--- config.mk ---
export PLATFORM = sky130hd
export DESIGN_NAME = rcs_top
export DESIGN_NICKNAME = d
export VERILOG_FILES = /design/src/logic/rcs_pkg.sv /design/src/logic/rcs_divider.sv /design/src/logic/rcs_regfile.sv /design/src/logic/rcs_top.sv
export SDC_FILE = /design/constraint.sdc
export NUM_CORES = 1
export LEC_CHECK = 0
export BUFFER_PORTS_ARGS = -buffer_cell sky130_fd_sc_hd__buf_2
export CORE_AREA = 3 3 117 119
export DETAILED_ROUTE_END_ITERATION = 6
export DIE_AREA = 0 0 120 122
export PLACE_DENSITY = 0.62
export SLEW_MARGIN = 10
export SYNTH_ARGS = -nofsm -noshare
export SYNTH_HDL_FRONTEND = slang
export SYNTH_SLANG_ARGS = --single-unit
--- constraint.sdc ---
create_clock -name clk_i -period 2.1 [get_ports clk_i]
set_input_delay 0.42 -clock clk_i [delete_from_list [all_inputs] [get_ports clk_i]]
set_output_delay 0.42 -clock clk_i [all_outputs]
set_load 0.05 [all_outputs]
--- src/logic/rcs_pkg.sv ---
package rcs_pkg;
  // ==========================================================
  // register map (byte addresses on the AXI4-Lite port)
  localparam logic [3:0] RCS_ADDR_REFOUT_CTRL = 4'h0;
  localparam logic [3:0] RCS_ADDR_PWR_CTRL = 4'h4;
  localparam logic [3:0] RCS_ADDR_PWR_STATUS = 4'h8;
  // ==========================================================
  // reference output control fields
  localparam int RCS_BIT_REFOUT_ENABLE = 15;
  localparam int RCS_BIT_REFOUT_SLEEP_RUN = 13;
  localparam int RCS_BIT_REFOUT_SOURCE_SELECT = 12;
  localparam int RCS_DIV_LSB = 8;
  localparam logic [15:0] RCS_REFOUT_CTRL_RESET = 16'h0000;
  localparam logic [15:0] RCS_REFOUT_CTRL_MASK = 16'hbf00;
  // ==========================================================
  // power control fields
  localparam int RCS_BIT_WDT_EN = 0;
  localparam int RCS_BIT_FAIL_SAFE_CLOCK_MONITOR_EN = 1;
  localparam int RCS_BIT_REG_SLEEP_KEEP = 2;
  localparam int RCS_BIT_POSC_SLEEP_KEEP = 3;
  localparam int RCS_BIT_POSC_MODE = 4;
  localparam int RCS_BIT_SYSCLK_ONCHIP = 5;
  localparam logic [5:0] RCS_PWR_CTRL_RESET = 6'h04;
  // ==========================================================
  // timing
  localparam int RCS_CLK_HZ = 20000000;
  localparam int RCS_REG_WAKE_US = 190;
  localparam int RCS_REG_WAKE_CYC = (RCS_REG_WAKE_US * (RCS_CLK_HZ / 1000000));
  localparam int RCS_DIV_W = 16;
  typedef enum logic [3:0] {
    RCS_RUN = 4'h1,
    RCS_IDLE = 4'h2,
    RCS_SLEEP = 4'h4,
    RCS_WAKE = 4'h8
  } rcs_state_t;
endpackage

--- src/logic/rcs_divider.sv ---
`timescale 1ns/1ps
module rcs_divider
  import rcs_pkg::*;
#(
  parameter int W = RCS_DIV_W
) (
  input wire logic clk_i,
  input wire logic rst_n_i,
  input wire logic base_tick_i,
  input wire logic run_i,
  input wire logic [3:0] code_i,
  output logic div_o
);
  // base_tick_i marks every base-clock edge, so counter bit n toggles at base/2^n
  logic [W-1:0] cnt_r;
  logic [W-1:0] cnt_nxt;
  logic out_r;
  logic out_nxt;
  always_comb begin
    cnt_nxt = cnt_r;
    out_nxt = out_r;
    if (!run_i) begin
      cnt_nxt = '0;
      out_nxt = 1'b0;
    end else if (base_tick_i) begin
      cnt_nxt = cnt_r + {{(W-1){1'b0}}, 1'b1};
      // code 0 passes the base, code n divides by 2^n (code 2 is divide by four)
      out_nxt = cnt_nxt[code_i];
    end
  end
  always_ff @(posedge clk_i) begin
    if (!rst_n_i) begin
      cnt_r <= '0;
      out_r <= 1'b0;
    end else begin
      cnt_r <= cnt_nxt;
      out_r <= out_nxt;
    end
  end
  assign div_o = out_r;
endmodule

--- src/logic/rcs_regfile.sv ---
`timescale 1ns/1ps
module rcs_regfile
  import rcs_pkg::*;
(
  input wire logic clk_i,
  input wire logic rst_n_i,
  input wire logic wr_i,
  input wire logic [3:0] waddr_i,
  input wire logic [31:0] wdata_i,
  input wire logic [3:0] wstrb_i,
  input wire logic rd_i,
  input wire logic [3:0] raddr_i,
  input wire logic [31:0] status_i,
  output logic [15:0] refout_ctrl_o,
  output logic [5:0] pwr_ctrl_o,
  output logic [31:0] rdata_o,
  output logic rerr_o,
  output logic werr_o
);
  logic [15:0] ref_r, ref_nxt;
  logic [5:0] pwr_r, pwr_nxt;
  logic [31:0] rd_r, rd_nxt;
  logic rerr_r, rerr_nxt, werr_nxt;
  always_comb begin
    ref_nxt = ref_r;
    pwr_nxt = pwr_r;
    werr_nxt = 1'b0;
    if (wr_i) begin
      if (waddr_i == RCS_ADDR_REFOUT_CTRL) begin
        // unimplemented bits stay zero
        if (wstrb_i[1]) ref_nxt[15:8] = wdata_i[15:8] & RCS_REFOUT_CTRL_MASK[15:8];
      end else if (waddr_i == RCS_ADDR_PWR_CTRL) begin
        if (wstrb_i[0]) pwr_nxt = wdata_i[5:0];
      end else if (waddr_i != RCS_ADDR_PWR_STATUS) begin
        werr_nxt = 1'b1;
      end
    end
    rd_nxt = rd_r;
    rerr_nxt = rerr_r;
    if (rd_i) begin
      rerr_nxt = 1'b0;
      if (raddr_i == RCS_ADDR_REFOUT_CTRL) begin
        rd_nxt = {16'h0000, ref_r};
      end else if (raddr_i == RCS_ADDR_PWR_CTRL) begin
        rd_nxt = {26'h0, pwr_r};
      end else if (raddr_i == RCS_ADDR_PWR_STATUS) begin
        rd_nxt = status_i;
      end else begin
        rd_nxt = 32'h0;
        rerr_nxt = 1'b1;
      end
    end
  end
  always_ff @(posedge clk_i) begin
    if (!rst_n_i) begin
      ref_r <= RCS_REFOUT_CTRL_RESET;
      pwr_r <= RCS_PWR_CTRL_RESET;
      rd_r <= 32'h0;
      rerr_r <= 1'b0;
    end else begin
      ref_r <= ref_nxt;
      pwr_r <= pwr_nxt;
      rd_r <= rd_nxt;
      rerr_r <= rerr_nxt;
    end
  end
  assign refout_ctrl_o = ref_r;
  assign pwr_ctrl_o = pwr_r;
  assign rdata_o = rd_r;
  assign rerr_o = rerr_r;
  assign werr_o = werr_nxt;
endmodule

--- src/logic/rcs_top.sv ---
`timescale 1ns/1ps
// Operation
// - enable bit drives divided clock on pin
// - divisor code n divides base by 2^n
// - source select picks primary oscillator or sysclk
// - sleep-run bit keeps output alive in sleep
// - sleep output needs both bits and primary mode
// - control bits reset zero except regulator sleep keep (resets one), unused read zero
// - half-rate clock pin runs at osc/2
// - instruction #0 sleeps, #1 idles
// - sleep stops system clock, and on-chip osc when it is the sysclk source
// - sleep keeps low-power RC while watchdog on
// - watchdog cleared just before sleep entry
// - clock monitor inactive during sleep
// - sysclk peripherals off in sleep
// - regulator off in sleep adds 190us wake
// - sleep exits on interrupt, reset, watchdog
// - sleep wake resumes the previous clock source
// - idle halts cpu, clears watchdog, clock runs
// - idle keeps RC if watchdog or monitor on
// - idle exits on interrupt, reset, watchdog
// - idle wake resumes cpu without delay
// - interrupt during entry defers, then wakes
module rcs_top
  import rcs_pkg::*;
#(
  parameter int REG_WAKE_CYC = RCS_REG_WAKE_CYC
) (
  input wire logic clk_i,
  input wire logic rst_n_i,
  // ==========================================================
  // AXI4-Lite slave
  input wire logic [3:0] s_axi_awaddr,
  input wire logic s_axi_awvalid,
  output logic s_axi_awready,
  input wire logic [31:0] s_axi_wdata,
  input wire logic [3:0] s_axi_wstrb,
  input wire logic s_axi_wvalid,
  output logic s_axi_wready,
  output logic [1:0] s_axi_bresp,
  output logic s_axi_bvalid,
  input wire logic s_axi_bready,
  input wire logic [3:0] s_axi_araddr,
  input wire logic s_axi_arvalid,
  output logic s_axi_arready,
  output logic [31:0] s_axi_rdata,
  output logic [1:0] s_axi_rresp,
  output logic s_axi_rvalid,
  input wire logic s_axi_rready,
  // ==========================================================
  // clock tick inputs and power-save request
  input wire logic posc_tick_i,
  input wire logic sysclk_tick_i,
  input wire logic pwr_save_i,
  input wire logic pwr_save_arg_i,
  input wire logic irq_wake_i,
  input wire logic wdt_timeout_i,
  // ==========================================================
  // outputs
  output logic reference_clock_pin_o,
  output logic half_rate_clock_pin_o,
  output logic cpu_clk_en_o,
  output logic sysclk_en_o,
  output logic onchip_osc_en_o,
  output logic posc_en_o,
  output logic low_power_rc_osc_en_o,
  output logic fail_safe_clock_monitor_active_o,
  output logic periph_clk_en_o,
  output logic wdt_clear_o,
  output logic regulator_en_o,
  output logic wake_resume_o
);
  // ==========================================================
  // bus slave: address and data taken in either order
  logic aw_got_r, aw_got_nxt, w_got_r, w_got_nxt, bvalid_r, bvalid_nxt;
  logic [3:0] awaddr_r, awaddr_nxt;
  logic [31:0] wdata_r, wdata_nxt;
  logic [3:0] wstrb_r, wstrb_nxt;
  logic [1:0] bresp_r, bresp_nxt;
  logic rvalid_r, rvalid_nxt, rpend_r, rpend_nxt;
  logic awready_r, awready_nxt, wready_r, wready_nxt, arready_r, arready_nxt;
  logic [1:0] rresp_r, rresp_nxt;
  logic do_wr, do_rd, rerr, werr;
  logic [31:0] rdata;
  logic [15:0] refout_ctrl;
  logic [5:0] pwr_ctrl;
  logic [31:0] status;
  always_comb begin
    aw_got_nxt = aw_got_r;
    w_got_nxt = w_got_r;
    awaddr_nxt = awaddr_r;
    wdata_nxt = wdata_r;
    wstrb_nxt = wstrb_r;
    bvalid_nxt = bvalid_r;
    bresp_nxt = bresp_r;
    do_wr = 1'b0;
    if (s_axi_awvalid && !aw_got_r && !bvalid_r) begin
      aw_got_nxt = 1'b1;
      awaddr_nxt = s_axi_awaddr;
    end
    if (s_axi_wvalid && !w_got_r && !bvalid_r) begin
      w_got_nxt = 1'b1;
      wdata_nxt = s_axi_wdata;
      wstrb_nxt = s_axi_wstrb;
    end
    if (aw_got_r && w_got_r) begin
      do_wr = 1'b1;
      aw_got_nxt = 1'b0;
      w_got_nxt = 1'b0;
      bvalid_nxt = 1'b1;
      bresp_nxt = werr ? 2'b10 : 2'b00;
    end
    if (bvalid_r && s_axi_bready) bvalid_nxt = 1'b0;
    rpend_nxt = 1'b0;
    rvalid_nxt = rvalid_r;
    do_rd = s_axi_arvalid && !rvalid_r && !rpend_r;
    if (do_rd) rpend_nxt = 1'b1;
    if (rpend_r) rvalid_nxt = 1'b1;
    if (rvalid_r && s_axi_rready) rvalid_nxt = 1'b0;
    awready_nxt = !aw_got_nxt && !bvalid_nxt;
    wready_nxt = !w_got_nxt && !bvalid_nxt;
    arready_nxt = !rvalid_nxt && !rpend_nxt;
    rresp_nxt = rerr ? 2'b10 : 2'b00;
  end
  always_ff @(posedge clk_i) begin
    if (!rst_n_i) begin
      aw_got_r <= 1'b0;
      w_got_r <= 1'b0;
      awaddr_r <= 4'h0;
      wdata_r <= 32'h0;
      wstrb_r <= 4'h0;
      bvalid_r <= 1'b0;
      bresp_r <= 2'b00;
      rvalid_r <= 1'b0;
      rpend_r <= 1'b0;
      awready_r <= 1'b1;
      wready_r <= 1'b1;
      arready_r <= 1'b1;
      rresp_r <= 2'b00;
    end else begin
      aw_got_r <= aw_got_nxt;
      w_got_r <= w_got_nxt;
      awaddr_r <= awaddr_nxt;
      wdata_r <= wdata_nxt;
      wstrb_r <= wstrb_nxt;
      bvalid_r <= bvalid_nxt;
      bresp_r <= bresp_nxt;
      rvalid_r <= rvalid_nxt;
      rpend_r <= rpend_nxt;
      awready_r <= awready_nxt;
      wready_r <= wready_nxt;
      arready_r <= arready_nxt;
      rresp_r <= rresp_nxt;
    end
  end
  assign s_axi_awready = awready_r;
  assign s_axi_wready = wready_r;
  assign s_axi_bvalid = bvalid_r;
  assign s_axi_bresp = bresp_r;
  assign s_axi_arready = arready_r;
  assign s_axi_rvalid = rvalid_r;
  assign s_axi_rdata = rdata;
  assign s_axi_rresp = rresp_r;

  rcs_regfile u_regs (
    .clk_i(clk_i),
    .rst_n_i(rst_n_i),
    .wr_i(do_wr),
    .waddr_i(awaddr_r),
    .wdata_i(wdata_r),
    .wstrb_i(wstrb_r),
    .rd_i(do_rd),
    .raddr_i(s_axi_araddr),
    .status_i(status),
    .refout_ctrl_o(refout_ctrl),
    .pwr_ctrl_o(pwr_ctrl),
    .rdata_o(rdata),
    .rerr_o(rerr),
    .werr_o(werr)
  );

  // ==========================================================
  // power-save state machine
  rcs_state_t st_r, st_nxt;
  logic [15:0] wake_cnt_r, wake_cnt_nxt;
  logic wdt_clr_r, wdt_clr_nxt, resume_r, resume_nxt, defer_r, defer_nxt;
  logic wake_ev;
  logic wdt_en, fail_safe_clock_monitor_en, reg_keep, posc_keep, posc_mode, sys_onchip;
  assign wdt_en = pwr_ctrl[RCS_BIT_WDT_EN];
  assign fail_safe_clock_monitor_en = pwr_ctrl[RCS_BIT_FAIL_SAFE_CLOCK_MONITOR_EN];
  assign reg_keep = pwr_ctrl[RCS_BIT_REG_SLEEP_KEEP];
  assign posc_keep = pwr_ctrl[RCS_BIT_POSC_SLEEP_KEEP];
  assign posc_mode = pwr_ctrl[RCS_BIT_POSC_MODE];
  assign sys_onchip = pwr_ctrl[RCS_BIT_SYSCLK_ONCHIP];
  // reset wakes by clearing everything, so only interrupts and timeouts appear here
  assign wake_ev = irq_wake_i || wdt_timeout_i || defer_r;
  always_comb begin
    st_nxt = st_r;
    wake_cnt_nxt = wake_cnt_r;
    wdt_clr_nxt = 1'b0;
    resume_nxt = 1'b0;
    defer_nxt = 1'b0;
    case (st_r)
      RCS_RUN: begin
        if (pwr_save_i) begin
          // an interrupt coincident with entry is held and wakes right after
          defer_nxt = irq_wake_i;
          wdt_clr_nxt = wdt_en;
          st_nxt = pwr_save_arg_i ? RCS_IDLE : RCS_SLEEP;
        end
      end
      RCS_IDLE: begin
        if (wake_ev) begin
          resume_nxt = 1'b1;
          st_nxt = RCS_RUN;
        end
      end
      RCS_SLEEP: begin
        if (wake_ev) begin
          // regulator restart costs extra wake time when it was turned off
          wake_cnt_nxt = reg_keep ? 16'h0 : 16'(REG_WAKE_CYC);
          st_nxt = RCS_WAKE;
        end
      end
      RCS_WAKE: begin
        if (wake_cnt_r == 16'h0) begin
          resume_nxt = 1'b1;
          st_nxt = RCS_RUN;
        end else begin
          wake_cnt_nxt = wake_cnt_r - 16'h1;
        end
      end
      default: st_nxt = RCS_RUN;
    endcase
  end
  always_ff @(posedge clk_i) begin
    if (!rst_n_i) begin
      st_r <= RCS_RUN;
      wake_cnt_r <= 16'h0;
      wdt_clr_r <= 1'b0;
      resume_r <= 1'b0;
      defer_r <= 1'b0;
    end else begin
      st_r <= st_nxt;
      wake_cnt_r <= wake_cnt_nxt;
      wdt_clr_r <= wdt_clr_nxt;
      resume_r <= resume_nxt;
      defer_r <= defer_nxt;
    end
  end

  // ==========================================================
  // clock gating outputs
  logic in_sleep, in_idle, in_low;
  logic refout_run, ref_base_tick, ref_div;
  logic cpu_en_r, sys_en_r, onchip_r, posc_r, low_power_rc_osc_r, fail_safe_clock_monitor_r, per_r, reg_r, refpin_r, half_r;
  logic cpu_en_nxt, sys_en_nxt, onchip_nxt, posc_nxt, low_power_rc_osc_nxt, fail_safe_clock_monitor_nxt, per_nxt, reg_nxt, refpin_nxt, half_nxt;
  logic half_ph_r, half_ph_nxt;
  assign in_sleep = (st_r == RCS_SLEEP) || (st_r == RCS_WAKE);
  assign in_idle = (st_r == RCS_IDLE);
  assign in_low = in_sleep || in_idle;
  // sleep output only when primary oscillator is selected and actually running
  assign refout_run = refout_ctrl[RCS_BIT_REFOUT_ENABLE] && (!in_sleep ||
    (refout_ctrl[RCS_BIT_REFOUT_SLEEP_RUN] && refout_ctrl[RCS_BIT_REFOUT_SOURCE_SELECT] && posc_mode));
  assign ref_base_tick = refout_ctrl[RCS_BIT_REFOUT_SOURCE_SELECT] ? posc_tick_i : sysclk_tick_i;
  always_comb begin
    cpu_en_nxt = !in_low;
    sys_en_nxt = !in_sleep;
    onchip_nxt = !(in_sleep && sys_onchip);
    posc_nxt = !in_sleep || posc_keep || (refout_run && posc_mode);
    low_power_rc_osc_nxt = in_sleep ? wdt_en : (wdt_en || fail_safe_clock_monitor_en);
    fail_safe_clock_monitor_nxt = fail_safe_clock_monitor_en && !in_sleep;
    per_nxt = !in_sleep;
    reg_nxt = !(in_sleep && !reg_keep);
    refpin_nxt = ref_div && refout_run;
    half_ph_nxt = (posc_tick_i && !in_sleep) ? ~half_ph_r : half_ph_r;
    half_nxt = (posc_tick_i && !in_sleep && half_ph_r) ? ~half_r : half_r;
  end
  always_ff @(posedge clk_i) begin
    if (!rst_n_i) begin
      cpu_en_r <= 1'b1;
      sys_en_r <= 1'b1;
      onchip_r <= 1'b1;
      posc_r <= 1'b1;
      low_power_rc_osc_r <= 1'b0;
      fail_safe_clock_monitor_r <= 1'b0;
      per_r <= 1'b1;
      reg_r <= 1'b1;
      refpin_r <= 1'b0;
      half_r <= 1'b0;
      half_ph_r <= 1'b0;
    end else begin
      cpu_en_r <= cpu_en_nxt;
      sys_en_r <= sys_en_nxt;
      onchip_r <= onchip_nxt;
      posc_r <= posc_nxt;
      low_power_rc_osc_r <= low_power_rc_osc_nxt;
      fail_safe_clock_monitor_r <= fail_safe_clock_monitor_nxt;
      per_r <= per_nxt;
      reg_r <= reg_nxt;
      refpin_r <= refpin_nxt;
      half_r <= half_nxt;
      half_ph_r <= half_ph_nxt;
    end
  end

  rcs_divider u_div (
    .clk_i(clk_i),
    .rst_n_i(rst_n_i),
    .base_tick_i(ref_base_tick),
    .run_i(refout_run),
    .code_i(refout_ctrl[RCS_DIV_LSB+3:RCS_DIV_LSB]),
    .div_o(ref_div)
  );

  assign status = {24'h0, in_sleep, in_idle, refout_run, 1'b0, st_r};
  assign reference_clock_pin_o = refpin_r;
  assign half_rate_clock_pin_o = half_r;
  assign cpu_clk_en_o = cpu_en_r;
  assign sysclk_en_o = sys_en_r;
  assign onchip_osc_en_o = onchip_r;
  assign posc_en_o = posc_r;
  assign low_power_rc_osc_en_o = low_power_rc_osc_r;
  assign fail_safe_clock_monitor_active_o = fail_safe_clock_monitor_r;
  assign periph_clk_en_o = per_r;
  assign wdt_clear_o = wdt_clr_r;
  assign regulator_en_o = reg_r;
  assign wake_resume_o = resume_r;

  // ==========================================================
  // checks
  property p_sleep_entry;
    @(posedge clk_i) disable iff (!rst_n_i)
    (st_r == RCS_RUN && pwr_save_i && !pwr_save_arg_i) |=> (st_r == RCS_SLEEP) ##1 !sys_en_r;
  endproperty
  a_sleep_entry: assert property (p_sleep_entry) else $error("sleep not entered");
  property p_idle_entry;
    @(posedge clk_i) disable iff (!rst_n_i)
    (st_r == RCS_RUN && pwr_save_i && pwr_save_arg_i) |=> (st_r == RCS_IDLE) ##1 (!cpu_en_r && sys_en_r);
  endproperty
  a_idle_entry: assert property (p_idle_entry) else $error("idle gating wrong");
  property p_wdt_clear;
    @(posedge clk_i) disable iff (!rst_n_i)
    (st_r == RCS_RUN && pwr_save_i && wdt_en) |=> wdt_clr_r;
  endproperty
  a_wdt_clear: assert property (p_wdt_clear) else $error("watchdog not cleared");
  property p_sleep_low_power_rc_osc;
    @(posedge clk_i) disable iff (!rst_n_i)
    ($past(st_r) == RCS_SLEEP && st_r == RCS_SLEEP) |-> (low_power_rc_osc_r == wdt_en && !fail_safe_clock_monitor_r);
  endproperty
  a_sleep_low_power_rc_osc: assert property (p_sleep_low_power_rc_osc) else $error("rc or monitor wrong in sleep");
  property p_idle_wake;
    @(posedge clk_i) disable iff (!rst_n_i)
    (st_r == RCS_IDLE && irq_wake_i) |=> (st_r == RCS_RUN && resume_r) ##1 cpu_en_r;
  endproperty
  a_idle_wake: assert property (p_idle_wake) else $error("idle wake slow");
  property p_defer;
    @(posedge clk_i) disable iff (!rst_n_i)
    (st_r == RCS_RUN && pwr_save_i && pwr_save_arg_i && irq_wake_i) |=> ##1 (st_r == RCS_RUN);
  endproperty
  a_defer: assert property (p_defer) else $error("deferred wake lost");
  property p_refout_off;
    @(posedge clk_i) disable iff (!rst_n_i)
    !refout_ctrl[RCS_BIT_REFOUT_ENABLE] |=> !reference_clock_pin_o;
  endproperty
  a_refout_off: assert property (p_refout_off) else $error("ref pin active while off");
  property p_reg_fast;
    @(posedge clk_i) disable iff (!rst_n_i)
    (st_r == RCS_SLEEP && wake_ev && reg_keep) |=> ##1 (st_r == RCS_RUN);
  endproperty
  a_reg_fast: assert property (p_reg_fast) else $error("sleep wake delayed");
  property p_ctrl_unused;
    @(posedge clk_i) disable iff (!rst_n_i)
    1'b1 |-> (refout_ctrl[14] == 1'b0 && refout_ctrl[7:0] == 8'h00);
  endproperty
  a_ctrl_unused: assert property (p_ctrl_unused) else $error("unused bits set");
endmodule

==> results.ini <==
[worst_setup_path]
cp.required_ns=2.35
crit_type=flop to flop
end_kind=flop
rrSetupSlack_ns=0.09
path_max_fanout=6
r2r-end=u_div.div_o$_SDFFE_PN0P_
ff2ff_path_depth=6
crit-reg2reg-launch=u_div.cnt_r[5]$_SDFFE_PN0P_
cp.arrival_ns=2.26
start_kind=flop

[synthesis]
synth_top_area_share_pct=42.8
yosysWarnings=0
netlist_area_um2=5050
seq_area_frac_synth_pct=42.8
ys_ff_latch=108
synth_edf_count=0
syn_inst=590
synthMostInstantiatedCell=dfxtp_1
synth_ff_type=dfxtp_1
ys_types=61
async_flop_share_pct=0
yosys.area.top_type=dfxtp_1
synth_top_cells_by_count=108 x dfxtp_1, 71 x nand2_1, 52 x nor2_1
synth_area_leaders=dfxtp_1 43%, nand2_1 5.3%, mux2i_1 4.0%
syn_area_per_cell_um2=8.57

[timing]
setup_tns_ns=0
fmax_ghz=0.498
fin_crit_sh_pct=95.7
fin_skew_ns=0.0114
relSlewSlack_pct=60.5
whs_ns=0.312
hold_viol=0
min_period_ns=2.01
setup_violations=0
worst_pin_slew_ns=0.577
finalMaxSlewViolations=0

[route]
wire_per_inst_um=14.1
drcViolationCount=0
drt-total-wl_mm=12.0
vias_per_cell=5.06
drt_iter0_drc=226
vias=4304
ant_nets=0
dr.pass1.iters=5

[floorplan]
core-area_um2=12700
fp-row-count=41
dieArea_um2=14600
die_h_um=122
die_w_um=120
io_pins=110
initial_utilization_pct=39.9

[finish]
fillers=1238
drive_gt1_share_pct=21.1
fin_nets=732
diodes=0
instances_no_fill=850
syn2layout_area_growth_pct=19.3
utilization_pct=47.6

[clock_tree]
cts_inserted_buffers=9
cts.htree.levels=3
cts-root-buf=clkbuf_16
cts_tree=built
cts_buffer_depth=2
cts.sinks=108
clk_pin_slew_worst_paths_ns=0.07
clk_latency_ns=0.36

[power_and_ir_drop]
leakage_uw=0.00228
p_per_area_nw_per_um2=743
ir_worst_vdd_mv=0.393
power_uw=4480

[placed_design]
detailed_place_hpwl_mm=8.90
place_congestion=0.913
port_buffers=69
place_inst=834

[run_status]
status=complete, no violations

[grt]
grt_overflow_total=0
grt_use_met1_pct=21.5
grt_max_degree=37
grt.total_usage_pct=16.6
grt.busiest_layer=met2
grt_util_met2_pct=26.8
met3_usage_pct=3.81
antenna_found_initial=0
grt_pass1_vias=4069
grt_pass1_wl_mm=19.6

[run]
cap_violations=0

[min_path]
worstHoldPathCells=3
hp-class=input pin to flop
worstHoldEndpoint=wdata_r[9]$_SDFFE_PN0P_
hp-start=s_axi_wdata[9]

## where the power goes
part | internal (µW) | total, µW | switching (µW)
Clock | 935 | 1700 | 766
Sequential | 2120 | 2180 | 61.6
Combinational | 222 | 599 | 377
Total | 3280 | 4480 | 1200
## layout make-up
type / instances / area (µm²) / share of cell area, %
Clock buffer: 10 / 229 / 3.80
Clock inverter: 6 / 71.3 / 1.18
Multi-Input combinational cell: 438 / 2670 / 44.3
Sequential cell: 108 / 2160 / 35.9
Inverter: 9 / 33.8 / 0.560
Timing Repair Buffer: 107 / 647 / 10.7
Tap cell: 172 / 215 / 3.57
## worst max-delay path, stage by stage, from the launching register on
cell     delay (ns)
dfxtp_1        0.48
nand4_2        0.27
nor4_2         0.36
xor2_1         0.24
o22ai_1        0.11
and2_1         0.16
o31ai_1        0.28
## worst max path at each step
stage | startpoint | to
global route | u_div.cnt_r[5]$_SDFFE_PN0P_ | u_div.div_o$_SDFFE_PN0P_
detailed placement | wdt_timeout_i | wake_cnt_r[13]$_SDFFE_PN0P_
CTS | wake_cnt_r[0]$_SDFFE_PN0P_ | wake_cnt_r[2]$_SDFFE_PN0P_
floorplan | wdt_timeout_i | wake_cnt_r[15]$_SDFFE_PN0P_
global placement | wdt_timeout_i | wake_cnt_r[2]$_SDFFE_PN0P_
finish | u_div.cnt_r[5]$_SDFFE_PN0P_ | u_div.div_o$_SDFFE_PN0P_
## stage by stage
stage,setup slack (ns),cell area [µm²]
4_1_cts,0.0104,5980
2_1_floorplan,0.142,5120
3_3_place_gp,0.00936,5680
3_5_place_dp,-0.0324,5680
6_report,0.0907,6030
5_1_grt,-0.0597,6030
## registers in the layout (all words and copies together), names as in the netlist, 2 cells and up
signal,flops
st_r,4
wstrb_r,2
u_regs.rdata_o,15
u_div.cnt_r,16
awaddr_r,4
wdata_r,13
u_regs.pwr_ctrl_o,6
u_regs.refout_ctrl_o,7
wake_cnt_r,16
## timing repair
item / CTS / global route
hold endpoints to repair: 0 / 0
endpoints found under the setup margin: 0 / 12
hold buffers: 0 / 0
buffers inserted: 0 / 0
resized for setup: 0 / 12
## placed cells by master (no fill, tap or decap), drive strengths merged, types with 5 or more instances in the layout
cell type / Yosys / layout
conb: 1 / 19
nand3: 20 / 20
nand2: 71 / 71
nor3b: 6 / 6
a21oi: 16 / 16
and2: 12 / 12
nor4b: 5 / 5
or3: 6 / 6
nor4: 7 / 7
nand2b: 5 / 5
xor2: 20 / 20
nand4: 7 / 7
a21boi: 19 / 19
mux2i: 20 / 20
o21ai: 29 / 29
dfxtp: 108 / 108
a22oi: 12 / 12
xnor2: 14 / 14
clkbuf: 23 / 10
buf: 30 / 107
o211ai: 5 / 5
nor2: 53 / 53
nor3: 15 / 15
inv: 9 / 11
nor2b: 32 / 32
o22ai: 7 / 7
## cells by family (layout without fill, tap and decap cells)
family | after synthesis | after routing | share of synthesized area [%]
xor+xnor | 34 | 34 | 5.89
flops | 108 | 108 | 42.8
other cells | 1 | 19 | 0.0742
simple gates | 256 | 256 | 26.2
mux | 21 | 21 | 4.18
buf+inv | 62 | 132 | 6.56
fa+ha+maj | 2 | 2 | 0.495
compound gates | 106 | 106 | 13.9
## metal layers
metal  vias to the layer above  wire length (µm)
met5                         -                 0
met2                       112              5470
met1                      2015              5580
met4                         0               254
met3                        16               682
li1                       2161                 -
(Power assumes the default switching activity.)
